## config.mk

```make
export PLATFORM = sky130hd
export DESIGN_NAME = cca_command_channel_arbiter
export DESIGN_NICKNAME = d
export VERILOG_FILES = /design/src/hdl/cca_pkg.sv /design/src/hdl/cca_command_channel_arbiter.sv
export SDC_FILE = /design/constraint.sdc
export NUM_CORES = 1
export LEC_CHECK = 0
export BUFFER_PORTS_ARGS = -buffer_cell sky130_fd_sc_hd__buf_2
export CAP_MARGIN = 20
export CELL_PAD_IN_SITES_DETAIL_PLACEMENT = 1
export CELL_PAD_IN_SITES_GLOBAL_PLACEMENT = 2
export CORE_UTILIZATION = 27
export CTS_CLUSTER_DIAMETER = 40
export DETAILED_ROUTE_END_ITERATION = 8
export HOLD_SLACK_MARGIN = 0.15
export PLACE_DENSITY = 0.83
export SKIP_CTS_REPAIR_TIMING = 1
export SYNTH_ARGS = -nofsm -noshare
export SYNTH_HDL_FRONTEND = slang
export SYNTH_SLANG_ARGS = --single-unit
```

## constraint.sdc

```tcl
create_clock -name clk -period 2.6 [get_ports clk]
set_clock_uncertainty 0.05 [all_clocks]
set_input_delay 0 -clock clk [delete_from_list [all_inputs] [get_ports clk]]
set_output_delay 0 -clock clk [all_outputs]
set_load 0.02 [all_outputs]
```

## src/hdl/cca_pkg.sv

```systemverilog
// Constants, types and register map of the command channel arbiter.
// Assumes one 20 MHz clock domain shared with the request decoder and the starter core.
package cca_pkg;

    // Clock rate
    localparam int unsigned CLK_HZ              = 20_000_000;

    // Register addresses (Modbus page/low byte combined)
    localparam logic [15:0] CMD_WORD_ADDR       = 16'h02f0;
    localparam logic [15:0] CHAN_SEL_ADDR       = 16'h0191;
    localparam logic [15:0] FW_VERSION_ADDR     = 16'h0192;

    // Reset values
    localparam logic [15:0] CMD_WORD_RST        = 16'h0000;
    localparam logic [15:0] CHAN_SEL_RST        = 16'h0000;

    // Channel select values
    localparam logic [15:0] CHAN_LOCAL          = 16'h0000;
    localparam logic [15:0] CHAN_REMOTE         = 16'h0001;

    // Command word field positions
    localparam int unsigned CW_RUN_BIT          = 0;
    localparam int unsigned CW_TRIP_RESET_BIT   = 3;
    localparam int unsigned CW_FREEWHEEL_BIT    = 10;
    localparam int unsigned CW_SECOND_SET_BIT   = 11;
    localparam int unsigned CW_FORCE_LOCAL_BIT  = 15;

    // Modbus function codes
    localparam logic [7:0]  FN_READ_HOLDING     = 8'h03;
    localparam logic [7:0]  FN_WRITE_SINGLE     = 8'h06;
    localparam logic [7:0]  FN_WRITE_MULTIPLE   = 8'h10;

    // Modbus exception codes
    localparam logic [7:0]  EXC_NONE            = 8'h00;
    localparam logic [7:0]  EXC_ILLEGAL_FUNC    = 8'h01;
    localparam logic [7:0]  EXC_ILLEGAL_ADDR    = 8'h02;

    // Firmware version, four BCD digits: version then sub-version (arbitrary value)
    localparam logic [15:0] FW_VERSION_DEFAULT  = 16'h0101;

    // Forced-local input assignment
    typedef enum logic [1:0] {
        CCA_FL_NONE,
        CCA_FL_AUX_TWO,
        CCA_FL_AUX_THREE,
        CCA_FL_RESERVED
    } cca_fl_assign_t;

    // Utility menu item under the cursor
    typedef enum logic [1:0] {
        CCA_UT_SELF_TEST,
        CCA_UT_FACTORY_RESTORE,
        CCA_UT_HISTORY_CLEAR,
        CCA_UT_NONE
    } cca_utility_menu_item_t;

endpackage

```

## src/hdl/cca_command_channel_arbiter.sv

```systemverilog
// Command channel arbiter: picks terminal or bus command source for a soft starter,
// serves decoded Modbus register requests and runs the utility menu actions.
// Assumes an upstream Modbus framer delivering one decoded single-register request
// at a time on the clk domain; terminal inputs arrive asynchronously from pins.
//
// What this block does
// Channel select: 0 terminal control, 1 bus control; resets to 0.
// Channel select changes accepted only while the motor is stopped.
// Second or third auxiliary input can be assigned to forced local.
// Assigned forced-local input counts as asserted at level 1.
// Asserted forced-local input makes terminals the source regardless of channel select.
// Forced local from input refuses bus function 6/16 writes with exception 1.
// Bus parameter reads still served during forced local.
// Forced-local input wins over command word bit 15.
// Local mode: motor from terminals, parameters still bus readable and writable.
// With bus active, only first-input stop is taken from terminals.
// Bus commands act only while first logic input is 1.
// Releasing first input during bus operation gives freewheel stop.
// Master writes command word at 752 with function 6 or 16.
// Bit 0 runs or stops with configured stop; bit 3 resets trip.
// Bit 10 makes the bit 0 stop a freewheel stop.
// Bit 11 selects the second parameter set.
// Bit 15 forces local command onto the terminals.
// Self test reports good or bad from internal fault sources.
// Firmware version is read-only four digits: version, sub-version.
// Factory restore and history clear need a second, confirming press.
// History clear wipes run time, start, trip counters and nine trip entries.
// Self test, restore and history clear accepted only while stopped.
// Utility menu reachable except while the motor runs.
// Reserved command word bits have no effect on motor control.

`timescale 1ns/1ns

module cca_command_channel_arbiter
    import cca_pkg::*;
#(
    parameter logic [15:0] FW_VERSION = FW_VERSION_DEFAULT
) (
    input  wire logic           clk,
    input  wire logic           reset,
    // Terminal pins
    input  wire logic           primary_run_input,
    input  wire logic           aux_input_two,
    input  wire logic           aux_input_three,
    // Configuration and starter state
    input  wire cca_fl_assign_t forced_local_assignment,
    input  wire logic           motor_stopped,
    input  wire logic           motor_running,
    // Decoded bus request
    input  wire logic           req_valid,
    input  wire logic [7:0]     req_func,
    input  wire logic [15:0]    req_addr,
    input  wire logic [15:0]    req_wdata,
    // Bus answer
    output logic                rsp_valid,
    output logic [7:0]          rsp_exception,
    output logic [15:0]         rsp_rdata,
    // Local keypad parameter write
    input  wire logic           kp_write,
    input  wire logic [15:0]    kp_addr,
    input  wire logic [15:0]    kp_wdata,
    // Utility menu keys
    input  wire cca_utility_menu_item_t utility_menu_item,
    input  wire logic           utility_menu_enter,
    input  wire logic [4:0]     self_test_faults,
    // Motor control outputs
    output logic                remote_active,
    output logic                forced_local,
    output logic                run_cmd,
    output logic                freewheel_stop,
    output logic                trip_reset,
    output logic                second_param_set,
    // Utility outputs
    output logic                utility_menu_open,
    output logic                utility_menu_confirm_prompt,
    output logic                self_test_done,
    output logic                self_test_good,
    output logic                factory_restore,
    output logic                history_counter_clear,
    output logic [15:0]         firmware_version
);

    typedef enum logic [1:0] {
        CCA_U_IDLE,
        CCA_U_CONFIRM_FACTORY,
        CCA_U_CONFIRM_HISTORY
    } cca_ustate_t;

    logic [1:0]     li1_sync_r;
    logic [1:0]     li2_sync_r;
    logic [1:0]     li3_sync_r;
    logic           li1;
    logic           fl_input;
    logic           bit15_local;
    logic [15:0]    cmd_word_r;
    logic [15:0]    chan_sel_r;
    logic           li1_prev_r;
    logic           li1_drop_fw_r;
    logic           bus_write;
    logic           bus_read;
    logic           cmd_hit;
    logic           chan_hit;
    logic           ver_hit;
    logic [7:0]     exc_nxt;
    logic [15:0]    rdata_nxt;
    logic           cmd_wr_ok;
    logic           chan_wr_bus;
    logic           chan_wr_kp;
    cca_ustate_t    ustate_r;
    cca_ustate_t    ustate_nxt;
    cca_utility_menu_item_t item_prev_r;
    logic           utility_menu_ok;

    // Two-flop synchronisers for the terminal pins
    always_ff @(posedge clk or posedge reset) begin
        if (reset) begin
            li1_sync_r <= 2'h0;
            li2_sync_r <= 2'h0;
            li3_sync_r <= 2'h0;
        end else begin
            li1_sync_r <= {li1_sync_r[0], primary_run_input};
            li2_sync_r <= {li2_sync_r[0], aux_input_two};
            li3_sync_r <= {li3_sync_r[0], aux_input_three};
        end
    end

    assign li1 = li1_sync_r[1];

    // Forced-local input selection, active at level 1
    always_comb begin
        unique case (forced_local_assignment)
            CCA_FL_AUX_TWO:   fl_input = li2_sync_r[1];
            CCA_FL_AUX_THREE: fl_input = li3_sync_r[1];
            default:          fl_input = 1'b0;
        endcase
    end

    // Source selection: input force first, then bit 15, then channel select
    assign bit15_local   = cmd_word_r[CW_FORCE_LOCAL_BIT];
    assign forced_local  = fl_input | bit15_local;
    assign remote_active = (chan_sel_r == CHAN_REMOTE) && !fl_input && !bit15_local;

    // Request decode
    assign bus_write = req_valid && (req_func == FN_WRITE_SINGLE || req_func == FN_WRITE_MULTIPLE);
    assign bus_read  = req_valid && (req_func == FN_READ_HOLDING);
    assign cmd_hit   = (req_addr == CMD_WORD_ADDR);
    assign chan_hit  = (req_addr == CHAN_SEL_ADDR);
    assign ver_hit   = (req_addr == FW_VERSION_ADDR);

    // Answer selection
    always_comb begin
        exc_nxt   = EXC_NONE;
        rdata_nxt = 16'h0000;
        if (bus_write) begin
            if (fl_input) begin
                exc_nxt = EXC_ILLEGAL_FUNC;
            end else if (!(cmd_hit || chan_hit)) begin
                exc_nxt = EXC_ILLEGAL_ADDR;
            end else begin
                rdata_nxt = req_wdata;
            end
        end else if (bus_read) begin
            unique case (1'b1)
                cmd_hit:  rdata_nxt = cmd_word_r;
                chan_hit: rdata_nxt = chan_sel_r;
                ver_hit:  rdata_nxt = FW_VERSION;
                default:  exc_nxt   = EXC_ILLEGAL_ADDR;
            endcase
        end else begin
            exc_nxt = EXC_ILLEGAL_FUNC;
        end
    end

    always_ff @(posedge clk or posedge reset) begin
        if (reset) begin
            rsp_valid     <= 1'b0;
            rsp_exception <= EXC_NONE;
            rsp_rdata     <= 16'h0000;
        end else begin
            rsp_valid <= req_valid;
            if (req_valid) begin
                rsp_exception <= exc_nxt;
                rsp_rdata     <= rdata_nxt;
            end
        end
    end

    // Register writes
    assign cmd_wr_ok   = bus_write && !fl_input && cmd_hit;
    assign chan_wr_bus = bus_write && !fl_input && chan_hit && motor_stopped;
    assign chan_wr_kp  = kp_write && (kp_addr == CHAN_SEL_ADDR) && motor_stopped;

    always_ff @(posedge clk or posedge reset) begin
        if (reset) begin
            chan_sel_r <= CHAN_SEL_RST;
        end else if (chan_wr_kp) begin
            chan_sel_r <= (kp_wdata == CHAN_REMOTE) ? CHAN_REMOTE : CHAN_LOCAL;
        end else if (chan_wr_bus) begin
            chan_sel_r <= (req_wdata == CHAN_REMOTE) ? CHAN_REMOTE : CHAN_LOCAL;
        end
    end

    always_ff @(posedge clk or posedge reset) begin
        if (reset) begin
            cmd_word_r <= CMD_WORD_RST;
        end else if (cmd_wr_ok) begin
            cmd_word_r <= req_wdata;
        end
    end

    // Trip reset pulse on a write with bit 3 set while the bus commands
    always_ff @(posedge clk or posedge reset) begin
        if (reset) begin
            trip_reset <= 1'b0;
        end else begin
            trip_reset <= cmd_wr_ok && req_wdata[CW_TRIP_RESET_BIT] && remote_active && li1;
        end
    end

    // Freewheel latch for a first-input release during bus operation
    always_ff @(posedge clk or posedge reset) begin
        if (reset) begin
            li1_prev_r    <= 1'b0;
            li1_drop_fw_r <= 1'b0;
        end else begin
            li1_prev_r <= li1;
            if (remote_active && li1_prev_r && !li1) begin
                li1_drop_fw_r <= 1'b1;
            end else if (li1) begin
                li1_drop_fw_r <= 1'b0;
            end
        end
    end

    // Motor control; reserved command bits are never looked at
    always_ff @(posedge clk or posedge reset) begin
        if (reset) begin
            run_cmd          <= 1'b0;
            freewheel_stop   <= 1'b0;
            second_param_set <= 1'b0;
        end else if (remote_active) begin
            run_cmd          <= li1 && cmd_word_r[CW_RUN_BIT];
            freewheel_stop   <= !li1 || li1_drop_fw_r ||
                                (!cmd_word_r[CW_RUN_BIT] && cmd_word_r[CW_FREEWHEEL_BIT]);
            second_param_set <= li1 && cmd_word_r[CW_SECOND_SET_BIT];
        end else begin
            run_cmd          <= li1;
            freewheel_stop   <= 1'b0;
            second_param_set <= 1'b0;
        end
    end

    // Utility menu
    assign utility_menu_open = !motor_running;
    assign utility_menu_ok           = utility_menu_enter && motor_stopped && !motor_running;
    assign firmware_version  = FW_VERSION;

    always_comb begin
        ustate_nxt = ustate_r;
        unique case (ustate_r)
            CCA_U_IDLE: begin
                if (utility_menu_ok && utility_menu_item == CCA_UT_FACTORY_RESTORE) begin
                    ustate_nxt = CCA_U_CONFIRM_FACTORY;
                end else if (utility_menu_ok && utility_menu_item == CCA_UT_HISTORY_CLEAR) begin
                    ustate_nxt = CCA_U_CONFIRM_HISTORY;
                end
            end
            CCA_U_CONFIRM_FACTORY,
            CCA_U_CONFIRM_HISTORY: begin
                if (!motor_stopped || motor_running || utility_menu_item != item_prev_r || utility_menu_ok) begin
                    ustate_nxt = CCA_U_IDLE;
                end
            end
            default: ustate_nxt = CCA_U_IDLE;
        endcase
    end

    always_ff @(posedge clk or posedge reset) begin
        if (reset) begin
            ustate_r    <= CCA_U_IDLE;
            item_prev_r <= CCA_UT_NONE;
        end else begin
            ustate_r    <= ustate_nxt;
            item_prev_r <= utility_menu_item;
        end
    end

    assign utility_menu_confirm_prompt = (ustate_r != CCA_U_IDLE);

    // Action pulses on the second press
    always_ff @(posedge clk or posedge reset) begin
        if (reset) begin
            factory_restore       <= 1'b0;
            history_counter_clear <= 1'b0;
        end else begin
            factory_restore       <= (ustate_r == CCA_U_CONFIRM_FACTORY) && utility_menu_ok &&
                                     utility_menu_item == CCA_UT_FACTORY_RESTORE;
            history_counter_clear <= (ustate_r == CCA_U_CONFIRM_HISTORY) && utility_menu_ok &&
                                     utility_menu_item == CCA_UT_HISTORY_CLEAR;
        end
    end

    // Self test: any fault source gives a bad result
    always_ff @(posedge clk or posedge reset) begin
        if (reset) begin
            self_test_done <= 1'b0;
            self_test_good <= 1'b0;
        end else begin
            self_test_done <= utility_menu_ok && utility_menu_item == CCA_UT_SELF_TEST;
            if (utility_menu_ok && utility_menu_item == CCA_UT_SELF_TEST) begin
                self_test_good <= (self_test_faults == 5'h00);
            end
        end
    end

endmodule // cca_command_channel_arbiter

```

==> flow_summary.yaml <==
status:
  status: "finished, final reports clean"
clocking:
  clock_latency_ns: 0.32
  cts_tree: "done"
  clkSinkCount: 56
  cts_made_buffers: 5
  cts-root-buf: "clkbuf_8"
  cts.clk_slew.worst_paths_ns: 0.11
  htreeDepth: 2
  clk_path_buf_depth: 2
finish:
  nFillCells: 1244
  areaGrowthSynthToFinish_pct: 40.52
  diodes: 0
  seqCellArea_sq_um: 1404
  fin_cells: 576
  drive_above_1_share: 0.3727
  fin_nets: 535
  multi_input_area_sq_um: 1333
timing:
  min_period_over_period: 0.9579
  hold_ws_ns: 0.1258
  fmax_mhz: 401.5
  worst_pin_slew_ns: 0.6437
  drv_slew: 0
  fin_crit_ns: 2.490
  setup_tns_ns: 0
  relSlewSlack: 0.5702
  finalSetupViolCount: 0
  finalHoldViolCount: 0
setup_path:
  cp-start-kind: "primary input"
  rr_worst_depth: 5
  cp-end-kind: "flip-flop"
  r2r-start: "li3_sync_r[1]"
  r2r_slack_ns: 0.51
  critPathArrivalTime_ns: 2.70
  path_class: "in -> reg"
  crit_fanout: 20
  worstReg2RegEnd: "cmd_word_r[14]"
  crit_required_ns: 2.81
floorplan:
  fp.dieW_microns: 105.9
  die_area_sq_um: 11220
  ios: 144
  coreArea_sq_um: 10420
  rows: 37
  start_util: 0.2799
  die_h_microns: 105.9
detailed_routing:
  routed_wl_microns: 8649
  vias_per_cell: 4.566
  drt-initial-drc-count: 73
  dr_total_vias: 2630
  dr.pass1.iters: 4
  ant_nets: 0
  drc: 0
  avgRoutedWirePerCell_microns: 15.02
synth:
  synth-edff-count: 0
  synthArstFlopShare: 1.000
  yosysMostFrequentCell: "dfrtp_1"
  ys_seq_area_frac: 0.4815
  synth-main-ff-cell: "dfrtp_1"
  synth_seq_cells: 56
  synth_area_per_cell_sq_um: 10.64
  synthCells: 274
  synth_area_leaders: "dfrtp_1 (46%), buf_4 (5.7%), mux2_4 (5.2%)"
  yosysWarnings: 0
  synth_area_sq_um: 2915
  synth_top_cells_by_count: "dfrtp_1 (54), buf_4 (22), nand3_1 (22)"
  yosys.area.top_type_share: 0.4635
  yosysTopAreaCell: "dfrtp_1"
  synth.distinct_cells: 50
hold_path:
  hp-class: "in -> reg"
  worstHoldStart: "req_addr[1]"
  min_to: "rsp_exception[1]"
  hold_depth: 4
grt:
  grt_max_degree: 32
  grt_pass1_wl_microns: 13480
  grt-ovfl-total: 0
  grt_pass1_vias: 2610
  grt_use_total: 0.1534
  antenna_found_initial: 0
power:
  p_total_uw: 1720
  vdd_ir_drop_max_uv: 203.4
  cellLeakagePower_uw: 0.002092
  power_density_nw_per_um2: 419.8
placed_design:
  io_buffers: 121
  dpl.hpwl_microns: 6569
  dp_cells: 529
  gp_congestion: 0.7546
job:
  drv_cap: 0
-- cell type report --
| cell class | count | area share |
|---|---|---|
| clock buffers | 6 | 0.01772 |
| clock inverters | 2 | 0.003971 |
| inverters | 14 | 0.01283 |
| multi-input cells | 195 | 0.3253 |
| flip-flops and latches | 56 | 0.3427 |
| well taps | 136 | 0.04154 |
| repair buffers | 167 | 0.2560 |
-- cells in the final DEF (no fill, tap or decap), types with 2 or more instances in the layout --
cell           Yosys  routed
nor4_4             3       3
nor3_1             4       4
nand3_1           22      22
nor2b_1           15      15
nor2_1            11      11
buf_2              2     121
nor4b_1            3       3
mux2i_1            2       2
and4_1             2       2
nand2b_1           4       4
dfrtp_1           54      54
conb_1             2      22
or2_2              2       2
dlygate4sd3_1      0      39
clkbuf_8           0       5
nand4b_1           3       3
o21a_1             2       2
a21oi_1           17      17
and3_1             3       3
nor3b_1            2       2
a31oi_1            2       2
buf_4             22       7
nor4_1            11      11
dfstp_2            2       2
o21ai_0            2       2
nand2_1           21      21
mux2_4            10      10
nand4_1            2       2
mux2_2             6       6
ha_1               5       5
inv_1             14      13
-- per-layer routing --
layer / track usage / vias up / share of wire
met5: 0 / - / 0
met4: 0.05060 / 0 / 0.022
met3: 0.03556 / 14 / 0.044
met2: 0.2694 / 74 / 0.52
met1: 0.1845 / 1288 / 0.41
li1: - / 1254 / -
-- how the worst max path moves through the flow --
| stage | start | endpoint | slack, ns | cells after the start |
|---|---|---|---|---|
| global route | req_valid | rsp_rdata[0] | -0.02 | 9 |
| detailed placement | li3_sync_r[1] | cmd_word_r[14] | 0.52 | 5 |
| finish | req_valid | rsp_rdata[0] | 0.11 | 9 |
| CTS | li3_sync_r[1] | cmd_word_r[14] | 0.48 | 5 |
| global placement | li3_sync_r[1] | cmd_word_r[14] | 0.56 | 5 |
| floorplan | li3_sync_r[1] | cmd_word_r[0] | 0.62 | 5 |
-- critical path, stage by stage --
cell           delay [ns]
dlygate4sd3_1        0.53
buf_2                0.13
buf_4                0.25
nand2_1              0.15
nor4_1               0.24
dlygate4sd3_1        0.65
nand3b_1             0.10
dlygate4sd3_1        0.57
nand3_1              0.08
-- report_power, final --
group | leakage [uW] | internal, uW | switching (uW)
sequential | 0.000747 | 893 | 12.9
combinational | 0.00130 | 142 | 179
clock | 0.0000414 | 193 | 301
-- stage by stage --
stage | instance area [sq um] | worst slack [ns] | util
finish | 4096 | 0.1095 | 0.3933
global route | 4096 | -0.02015 | 0.3933
CTS | 3706 | 0.4833 | 0.3558
detailed placement | 3617 | 0.5209 | 0.3473
global placement | 3617 | 0.5588 | 0.3473
floorplan | 2990 | 0.6150 | -
-- kinds of logic after synthesis --
logic type | count (synthesis) | share of synthesized area
simple gates | 117 | 0.2532
other cells | 2 | 0.002576
xor+xnor | 2 | 0.006010
fa+ha+maj | 5 | 0.02146
compound gates | 31 | 0.06652
mux | 18 | 0.08154
flops | 56 | 0.4815
buf+inv | 43 | 0.08712
-- registers in the layout, summed over array words and instances, names as in the netlist --
| name | cells |
|---|---|
| chan_sel_r | 1 |
| cmd_word_r | 16 |
| factory_restore | 1 |
| freewheel_stop | 1 |
| history_counter_clear | 1 |
| item_prev_r | 2 |
| li1_drop_fw_r | 1 |
| li1_prev_r | 1 |
| li1_sync_r | 2 |
| li2_sync_r | 2 |
| li3_sync_r | 2 |
| rsp_exception | 2 |
| rsp_rdata | 16 |
| rsp_valid | 1 |
| run_cmd | 1 |
| second_param_set | 1 |
| self_test_done | 1 |
| self_test_good | 1 |
| trip_reset | 1 |
| ustate_r | 2 |
Power figures use the tool's default switching activity.
